## src/hdl/pfc_defines.vh

```
/*
 * constants for the flag set / clear / enable block: register offsets,
 * field positions, masks and reset values.
 * assumes inclusion by bare name from every design file that needs them.
 */
`ifndef PFC_DEFINES_VH
`define PFC_DEFINES_VH

// ****************************************************
// widths
// ****************************************************
`define PFC_DATA_W 16
`define PFC_ADDR_W 16
`define PFC_IRQ_W 14

// ****************************************************
// register offsets, as printed on the peripheral bus
// ****************************************************
`define PFC_OFS_FLAG_SET 16'he8d2
`define PFC_OFS_FLAG_CLR 16'he8d4
`define PFC_OFS_IRQ_EN 16'he8d8

// ****************************************************
// decoder selects
// ****************************************************
`define PFC_SEL_NONE 2'h0
`define PFC_SEL_SET 2'h1
`define PFC_SEL_CLR 2'h2
`define PFC_SEL_EN 2'h3

// ****************************************************
// field positions
// ****************************************************
`define PFC_BIT_IDLE 14
`define PFC_BIT_WRONG_HALL 13
`define PFC_BIT_CORRECT_HALL 12
`define PFC_BIT_TRAP_STATE 11
`define PFC_BIT_TRAP 10
`define PFC_BIT_TB_PERIOD 9
`define PFC_BIT_TB_COMPARE 8
`define PFC_BIT_TA_PERIOD 7
`define PFC_BIT_TA_ONE 6
`define PFC_BIT_CH2_FALL 5
`define PFC_BIT_CH2_RISE 4
`define PFC_BIT_CH1_FALL 3
`define PFC_BIT_CH1_RISE 2
`define PFC_BIT_CH0_FALL 1
`define PFC_BIT_CH0_RISE 0

// ****************************************************
// masks and reset values
// ****************************************************
// bits 15 and 11 are not backed by any flag or enable
`define PFC_IMPL_MASK 16'h77ff
// flags that may raise a request: 13 down to 0, less bit 11
`define PFC_IRQ_MASK 16'h37ff
// the idle flag is cleared by software only
`define PFC_HW_CLR_MASK 16'h37ff
`define PFC_RST_FLAGS 16'h0000
`define PFC_RST_EN 16'h0000
`define PFC_RST_RDATA 16'h0000
`define PFC_RST_IRQ 14'h0000
`define PFC_ZERO 16'h0000

`endif

```

## src/hdl/pfc_flag_cell.v

```verilog
/*
 * one sticky status flag with hardware and software set and clear.
 * assumes all inputs are synchronous to clk_sys and single-cycle pulses.
 */
`timescale 1ns/1ns

module pfc_flag_cell (
  // clock and control
  input wire clk_sys,
  input wire srst,
  input wire ce,
  // set and clear sources
  input wire set_hw,
  input wire set_sw,
  input wire clr_hw,
  input wire clr_sw,
  // state
  output reg flag_q
);

  wire set_any;
  wire clr_any;

  assign set_any = set_hw | set_sw;
  assign clr_any = clr_hw | clr_sw;

  always @(posedge clk_sys) begin
    if (srst) begin
      flag_q <= 1'b0;
    end else if (ce) begin
      // set is tested first so an event meeting a clear is never lost
      if (set_any) begin
        flag_q <= 1'b1;
      end else if (clr_any) begin
        flag_q <= 1'b0;
      end
    end
  end

endmodule // pfc_flag_cell

```

## src/hdl/pfc_flag_ctrl.v

```verilog
/*
 * flag set / clear strobes, interrupt enable register and the sticky
 * event flags they act on, with per-source request outputs.
 * assumes a simple synchronous peripheral port: one write or read strobe
 * per cycle, word-wide data, and event inputs that are one-cycle pulses
 * synchronous to clk_sys.
 */
`timescale 1ns/1ns
`include "pfc_defines.vh"

module pfc_flag_ctrl (
  // clock, reset, enable
  input wire clk_sys,
  input wire srst,
  input wire ce,
  // peripheral register port
  input wire [`PFC_ADDR_W-1:0] reg_addr,
  input wire [`PFC_DATA_W-1:0] reg_wdata,
  input wire reg_wr,
  input wire reg_rd,
  output reg [`PFC_DATA_W-1:0] reg_rdata_q,
  output reg reg_rvalid_q,
  // hardware event sources, one bit per flag position
  input wire [`PFC_DATA_W-1:0] hw_event_set,
  input wire [`PFC_DATA_W-1:0] hw_event_clear,
  // flag state and requests
  output wire [`PFC_DATA_W-1:0] event_status_flags,
  output reg [`PFC_IRQ_W-1:0] irq_request_q,
  output reg auto_idle_enable_q,
  output reg idle_entry_q
);

  // ****************************************************
  // address decoding
  // ****************************************************
  function [1:0] pfc_decode;
    input [`PFC_ADDR_W-1:0] addr;
    begin
      case (addr)
        `PFC_OFS_FLAG_SET: pfc_decode = `PFC_SEL_SET;
        `PFC_OFS_FLAG_CLR: pfc_decode = `PFC_SEL_CLR;
        `PFC_OFS_IRQ_EN: pfc_decode = `PFC_SEL_EN;
        default: pfc_decode = `PFC_SEL_NONE;
      endcase
    end
  endfunction

  localparam [`PFC_DATA_W-1:0] IMPL_MASK = `PFC_IMPL_MASK;
  localparam [`PFC_DATA_W-1:0] IRQ_MASK = `PFC_IRQ_MASK;
  localparam [`PFC_DATA_W-1:0] HW_CLR_MASK = `PFC_HW_CLR_MASK;

  wire [1:0] wr_sel;
  wire [1:0] rd_sel;
  wire wr_set;
  wire wr_clr;
  wire wr_en;

  // reads and writes share one map; a write to an unmapped word is
  // dropped and a read of one answers zero
  assign wr_sel = pfc_decode(reg_addr);
  assign rd_sel = pfc_decode(reg_addr);
  // a plain move, a read-modify-write OR and a single-bit set all end
  // in one write here; since strobes read as zero, the merged value
  // carries only the bits software meant to touch
  assign wr_set = reg_wr & (wr_sel == `PFC_SEL_SET);
  assign wr_clr = reg_wr & (wr_sel == `PFC_SEL_CLR);
  assign wr_en = reg_wr & (wr_sel == `PFC_SEL_EN);

  // ****************************************************
  // enable register
  // ****************************************************
  reg [`PFC_DATA_W-1:0] irq_en_q;
  reg [`PFC_DATA_W-1:0] irq_en_d;

  always @* begin
    irq_en_d = irq_en_q;
    if (wr_en) begin
      irq_en_d = reg_wdata & IMPL_MASK;
    end
  end

  // ce low holds every register; strobes and events seen meanwhile are
  // not taken, so a source must hold them until ce returns
  always @(posedge clk_sys) begin
    if (srst) begin
      irq_en_q <= `PFC_RST_EN;
    end else if (ce) begin
      irq_en_q <= irq_en_d;
    end
  end

  // ****************************************************
  // set and clear vectors
  // ****************************************************
  wire [`PFC_DATA_W-1:0] sw_set;
  wire [`PFC_DATA_W-1:0] sw_clr;
  wire [`PFC_DATA_W-1:0] hw_set;
  wire [`PFC_DATA_W-1:0] hw_clr;
  wire wrong_hall_set;
  wire idle_follow;

  // same positions in both strobes; unbacked bits are dropped
  assign sw_set = wr_set ? (reg_wdata & IMPL_MASK) : `PFC_ZERO;
  assign sw_clr = wr_clr ? (reg_wdata & IMPL_MASK) : `PFC_ZERO;

  // a wrong hall flag, however it is set, drags the idle flag along
  // when the automatic idle reaction is armed
  assign wrong_hall_set = hw_event_set[`PFC_BIT_WRONG_HALL] | sw_set[`PFC_BIT_WRONG_HALL];
  assign idle_follow = irq_en_q[`PFC_BIT_IDLE] & wrong_hall_set;

  generate
    genvar b;
    for (b = 0; b < `PFC_DATA_W; b = b + 1) begin : g_hw
      if (b == `PFC_BIT_IDLE) begin : g_idle
        assign hw_set[b] = hw_event_set[b] | idle_follow;
      end else begin : g_plain
        assign hw_set[b] = hw_event_set[b] & IMPL_MASK[b];
      end
      // idle only leaves through the clear strobe
      assign hw_clr[b] = hw_event_clear[b] & HW_CLR_MASK[b];
    end
  endgenerate

  // ****************************************************
  // sticky flags
  // ****************************************************
  // bits 15 and 11 get no cell at all and read as constant zero
  generate
    genvar f;
    for (f = 0; f < `PFC_DATA_W; f = f + 1) begin : g_flag
      if (IMPL_MASK[f]) begin : g_cell
        pfc_flag_cell u_cell (
          .clk_sys(clk_sys),
          .srst(srst),
          .ce(ce),
          .set_hw(hw_set[f]),
          .set_sw(sw_set[f]),
          .clr_hw(hw_clr[f]),
          .clr_sw(sw_clr[f]),
          .flag_q(event_status_flags[f])
        );
      end else begin : g_none
        assign event_status_flags[f] = 1'b0;
      end
    end
  endgenerate

  // ****************************************************
  // requests and side outputs
  // ****************************************************
  // requests follow the flag one cycle later; both software- and
  // hardware-set flags go through the same gate
  wire [`PFC_DATA_W-1:0] irq_gated;
  reg [`PFC_IRQ_W-1:0] irq_request_d;
  reg auto_idle_enable_d;
  reg idle_entry_d;

  assign irq_gated = event_status_flags & irq_en_q & IRQ_MASK;

  always @* begin
    irq_request_d = irq_gated[`PFC_IRQ_W-1:0];
    auto_idle_enable_d = irq_en_d[`PFC_BIT_IDLE];
    // idle is a function, not a request: it drives the output
    // passivation outside, never irq_request_q
    idle_entry_d = event_status_flags[`PFC_BIT_IDLE];
  end

  always @(posedge clk_sys) begin
    if (srst) begin
      irq_request_q <= `PFC_RST_IRQ;
      auto_idle_enable_q <= 1'b0;
      idle_entry_q <= 1'b0;
    end else if (ce) begin
      irq_request_q <= irq_request_d;
      auto_idle_enable_q <= auto_idle_enable_d;
      idle_entry_q <= idle_entry_d;
    end
  end

  // ****************************************************
  // read path
  // ****************************************************
  // a read in the same cycle as an enable write returns the old value
  reg [`PFC_DATA_W-1:0] rdata_d;

  always @* begin
    rdata_d = `PFC_ZERO;
    case (rd_sel)
      `PFC_SEL_SET: rdata_d = `PFC_ZERO;
      `PFC_SEL_CLR: rdata_d = `PFC_ZERO;
      `PFC_SEL_EN: rdata_d = irq_en_q & IMPL_MASK;
      default: rdata_d = `PFC_ZERO;
    endcase
  end

  always @(posedge clk_sys) begin
    if (srst) begin
      reg_rdata_q <= `PFC_RST_RDATA;
      reg_rvalid_q <= 1'b0;
    end else if (ce) begin
      reg_rvalid_q <= reg_rd;
      if (reg_rd) begin
        reg_rdata_q <= rdata_d;
      end
    end
  end

endmodule // pfc_flag_ctrl
```

## config.mk

```make
export PLATFORM = sky130hd
export DESIGN_NAME = pfc_flag_ctrl
export DESIGN_NICKNAME = d
export VERILOG_FILES = /design/src/hdl/pfc_flag_cell.v /design/src/hdl/pfc_flag_ctrl.v
export VERILOG_INCLUDE_DIRS = /design/src /design/src/hdl
export SDC_FILE = /design/constraint.sdc
export NUM_CORES = 1
export LEC_CHECK = 0
export ABC_AREA = 1
export BUFFER_PORTS_ARGS = -buffer_cell sky130_fd_sc_hd__buf_2
export CORE_MARGIN = 4
export CORE_UTILIZATION = 46
export DETAILED_ROUTE_END_ITERATION = 10
export PLACE_DENSITY_LB_ADDON = 0.1
export SYNTH_ARGS = -nofsm -noshare
export SYNTH_HDL_FRONTEND = slang
export SYNTH_HIERARCHICAL = 1
export SYNTH_SLANG_ARGS = --single-unit
```

## constraint.sdc

```tcl
create_clock -name clk_sys -period 1.6 [get_ports clk_sys]
set_input_delay 0 -clock clk_sys [delete_from_list [all_inputs] [get_ports clk_sys]]
set_output_delay 0 -clock clk_sys [all_outputs]
set_load 0.03 [all_outputs]
```

==> metrics.txt <==
Root Buffer Master sky130_fd_sc_hd__clkbuf_8; max capacitance violation total 0; wire length of the first global-routing pass ~13000 microns; number of flip-flops and latches in the synthesized netlist 57; pin count of the biggest net entering global routing 30; most area-hungry cell type in the Yosys netlist sky130_fd_sc_hd__dfxtp_1; # port buffers roughly 110; clock-pin slew on the worst setup and hold paths around 0.060 ns; Worst Hold Class in -> reg; maximum single-stage delay on the critical path 0.74 ns; # nets final between 600 and 700; top cells by area in the synthesized netlist sky130_fd_sc_hd__dfxtp_1 (43%), sky130_fd_sc_hd__nand2_1 (10%), sky130_fd_sc_hd__nor2_1 (10%); post-synth cell types 21; Async S/R FF share, synth 0; Worst Setup End Kind flip-flop; area added between synthesis and finish 44.83%; gate count after technology mapping 390; share of synthesized area occupied by flip-flops and latches 0.4304; startpoint type of the worst setup path primary input; width of the die approximately 84 microns; internal power ~2.6 mW; number of top-level pins about 120; per-cell via count in the routed design between 4 and 5; leakage power summed over all cells between 1.5 and 2 nW; warnings from Yosys 6; Die ar. approximately 7000 sq um; final weighted congestion in routability-driven placement between 0.7 and 0.8; core box area 5540 sq um; final hold slack 0.08241 ns; proportion of total power due to net switching 0.2502; Detail Placement HPWL about 5000 microns; count of antenna diodes in the layout 0; number of antenna violations at the first check in global routing 0; average size of a mapped cell just under 7 sq um; effective utilization at floorplan 0.4785; largest fanout on the critical path 14; final clock period utilization by the worst path 0.7877; number of H-tree branching levels 3; outcome finished, final reports clean; sequential power share 0.427; Setup violations, final 0; Yosys top cell area share 0.4304; arrival time worst endpoint roughly 1.5 ns; global router's overall resource usage 0.2241; # fillers 501; worst slew margin relative to its limit 0.3750; FF/Latch Area 1141 sq um; CTS Sinks 57; routed wire length about 7700 microns; buffers inserted during post-CTS setup optimization 0; minimum period implied by the final worst setup slack 1.260 ns; share of cells above drive strength 1 0.2670; required time worst endpoint 1.86 ns; area of the multi-input gates 1236 sq um; CP Class in -> reg; slew at the pin with the worst max-slew slack approximately 0.94 ns; antenna-violating nets left 0; cell types with the highest counts after synthesis sky130_fd_sc_hd__nand2_1 (74), sky130_fd_sc_hd__nor2_1 (72), sky130_fd_sc_hd__dfxtp_1 (57), sky130_fd_sc_hd__inv_1 (45), sky130_fd_sc_hd__a21oi_1 (42); most frequent CP cell sky130_fd_sc_hd__nor2_1; largest voltage drop on the vdd net between 0.7 and 0.8 mV; RSZ-0062 raised after global routing no; relative contribution of the clock network to total power 0.436; average wire per cell in the routed design around 13 microns; Combinational Power Share 0.138; vertical extent of the die approximately 84 microns; vias in the first global route 2812; total power about 3.5 mW; hold violation count in the final report 0; TritonCTS clock tree yes; number of optimization iterations in the first detailed-route pass 4; family with the most delay on the worst path compound AO/OA/AOI/OAI gates; total global routing overflow 0; First DRT Iteration DRCs 150; number of rows created at floorplan 27; number of enable-type register cells in the synthesized netlist 0; cell type of the slowest stage on the worst timing path sky130_fd_sc_hd__o21ai_2; DRC 0; via count between 2000 and 3000; count of buffering cells on the critical path with inverters included 1; synthesized area roughly 2700 sq um; clock insertion delay at the later pin of the skew report about 0.33 ns; dominant synthesized flop cell sky130_fd_sc_hd__dfxtp_1; total CTS buffers 9; cells traversed along the worst timing path buf_2, nor2_1, nand3_1, o21ai_2, nor2_1, o21ai_1, nand2_1, a21oi_1; P per Cell Area ~900 nW/um^2; power dissipated by switching net loads 0.8720 mW; final slew viol count 0; most common cell in the netlist sky130_fd_sc_hd__nand2_1; timing-limited maximum frequency between 0.7 and 0.8 GHz; setup tns final 0 ns; setup skew after layout 0.006506 ns; number of buffers on the longest clock path 2
## worst min-delay path, delay by kind of cell
kind | cells | cell delay [ns]
AOI/OAI and AO/OA | 2 | 0.21
buffers and inverters | 2 | 0.10
and+or+nand+nor | 1 | 0.05
## sequential cells by signal (all words and copies together) (netlist names)
name and count:
reg_rdata_q 14, irq_en_q 14, reg_rvalid_q 1, idle_entry_q 1, g_flag.g_cell.u_cell/flag_q 14, irq_request_q 13
## final timing paths
check,from,end,slack (ns),cells after the start
min reg2reg,reg_rdata_q[14]$_SDFFE_PP0P_,reg_rdata_q[14]$_SDFFE_PP0P_,0.46,2
min,hw_event_set[14],g_flag[14].g_cell.u_cell/flag_q$_SDFFE_PP0P_,0.08,5
max reg2reg,irq_en_q[14]$_SDFFE_PP0P_,g_flag[14].g_cell.u_cell/flag_q$_SDFFE_PP0P_,0.75,4
max,reg_addr[0],g_flag[14].g_cell.u_cell/flag_q$_SDFFE_PP0P_,0.34,8
## power groups by stage
| stage | logic (mW) | registers [mW] | clock network, mW |
|---|---|---|---|
| 3_3_place_gp | 0.394 | 1.52 | 0 |
| 3_5_place_dp | 0.399 | 1.52 | 0 |
| 5_1_grt | 0.524 | 1.49 | 1.62 |
| 6_report | 0.479 | 1.49 | 1.52 |
| 2_1_floorplan | 0.160 | 1.59 | 0 |
| 4_1_cts | 0.474 | 1.49 | 1.55 |
## layout make-up
type                            instances  share of cell area
Multi-Input combinational cell        273              0.3219
Inverter                               46             0.04497
Timing Repair Buffer                  151              0.2529
Clock inverter                          5             0.02020
Clock buffer                           11             0.03943
Tap cell                               72             0.02346
Sequential cell                        57              0.2972
## repair_timing
item	in CTS	in global routing
hold buffers	40	0
endpoints found under the hold margin	27	0
gates resized for setup	0	0
## per-layer routing
layer | track usage | wire length [microns] | vias up
met1 | 0.2823 | 3386 | 1246
met3 | 0.04936 | 494 | 15
li1 | - | - | 1518
met4 | 0.09503 | 139 | 0
met5 | 0 | 0 | -
met2 | 0.3680 | 3683 | 88
## cells in the final DEF (no fill, tap or decap)
master,instances
sky130_fd_sc_hd__a21oi_1,42
sky130_fd_sc_hd__dfxtp_1,57
sky130_fd_sc_hd__nor2_1,72
sky130_fd_sc_hd__inv_1,45
sky130_fd_sc_hd__clkinv_2,2
sky130_fd_sc_hd__nand2_1,74
sky130_fd_sc_hd__xnor2_1,1
sky130_fd_sc_hd__bufinv_16,2
sky130_fd_sc_hd__nand4_4,1
sky130_fd_sc_hd__clkinvlp_4,1
sky130_fd_sc_hd__clkinv_1,1
sky130_fd_sc_hd__nand2_2,1
sky130_fd_sc_hd__nand4_2,1
sky130_fd_sc_hd__conb_1,6
sky130_fd_sc_hd__o21ai_0,28
sky130_fd_sc_hd__dlygate4sd3_1,40
sky130_fd_sc_hd__buf_4,6
sky130_fd_sc_hd__nand3_1,18
sky130_fd_sc_hd__o21ai_1,14
sky130_fd_sc_hd__nor2_4,2
sky130_fd_sc_hd__buf_2,105
sky130_fd_sc_hd__clkbuf_8,11
sky130_fd_sc_hd__nor2_2,12
sky130_fd_sc_hd__o21ai_2,1
## cells by family (layout without fill, tap and decap cells)
family          Yosys count  in the layout  share of synthesized area
flops                    57             57                     0.4304
xor+xnor                  1              1                   0.003304
buf+inv                  65            213                     0.1104
other cells               1              6                   0.001414
simple gates            181            181                     0.2926
compound gates           85             85                     0.1619
## metrics by stage
| step | instance area, sq um | worst slack (ns) | util | cells |
|---|---|---|---|---|
| global route | 3840 | 0.1629 | 0.6931 | 615 |
| global placement | 3211 | 0.04812 | 0.5795 | 559 |
| floorplan | 2670 | 0.4472 | - | 395 |
| CTS | 3840 | 0.3499 | 0.6931 | 615 |
| finish | 3840 | 0.3396 | 0.6931 | 615 |
| detailed placement | 3211 | 0.0006771 | 0.5795 | 559 |
Power figures use the tool's default switching activity.
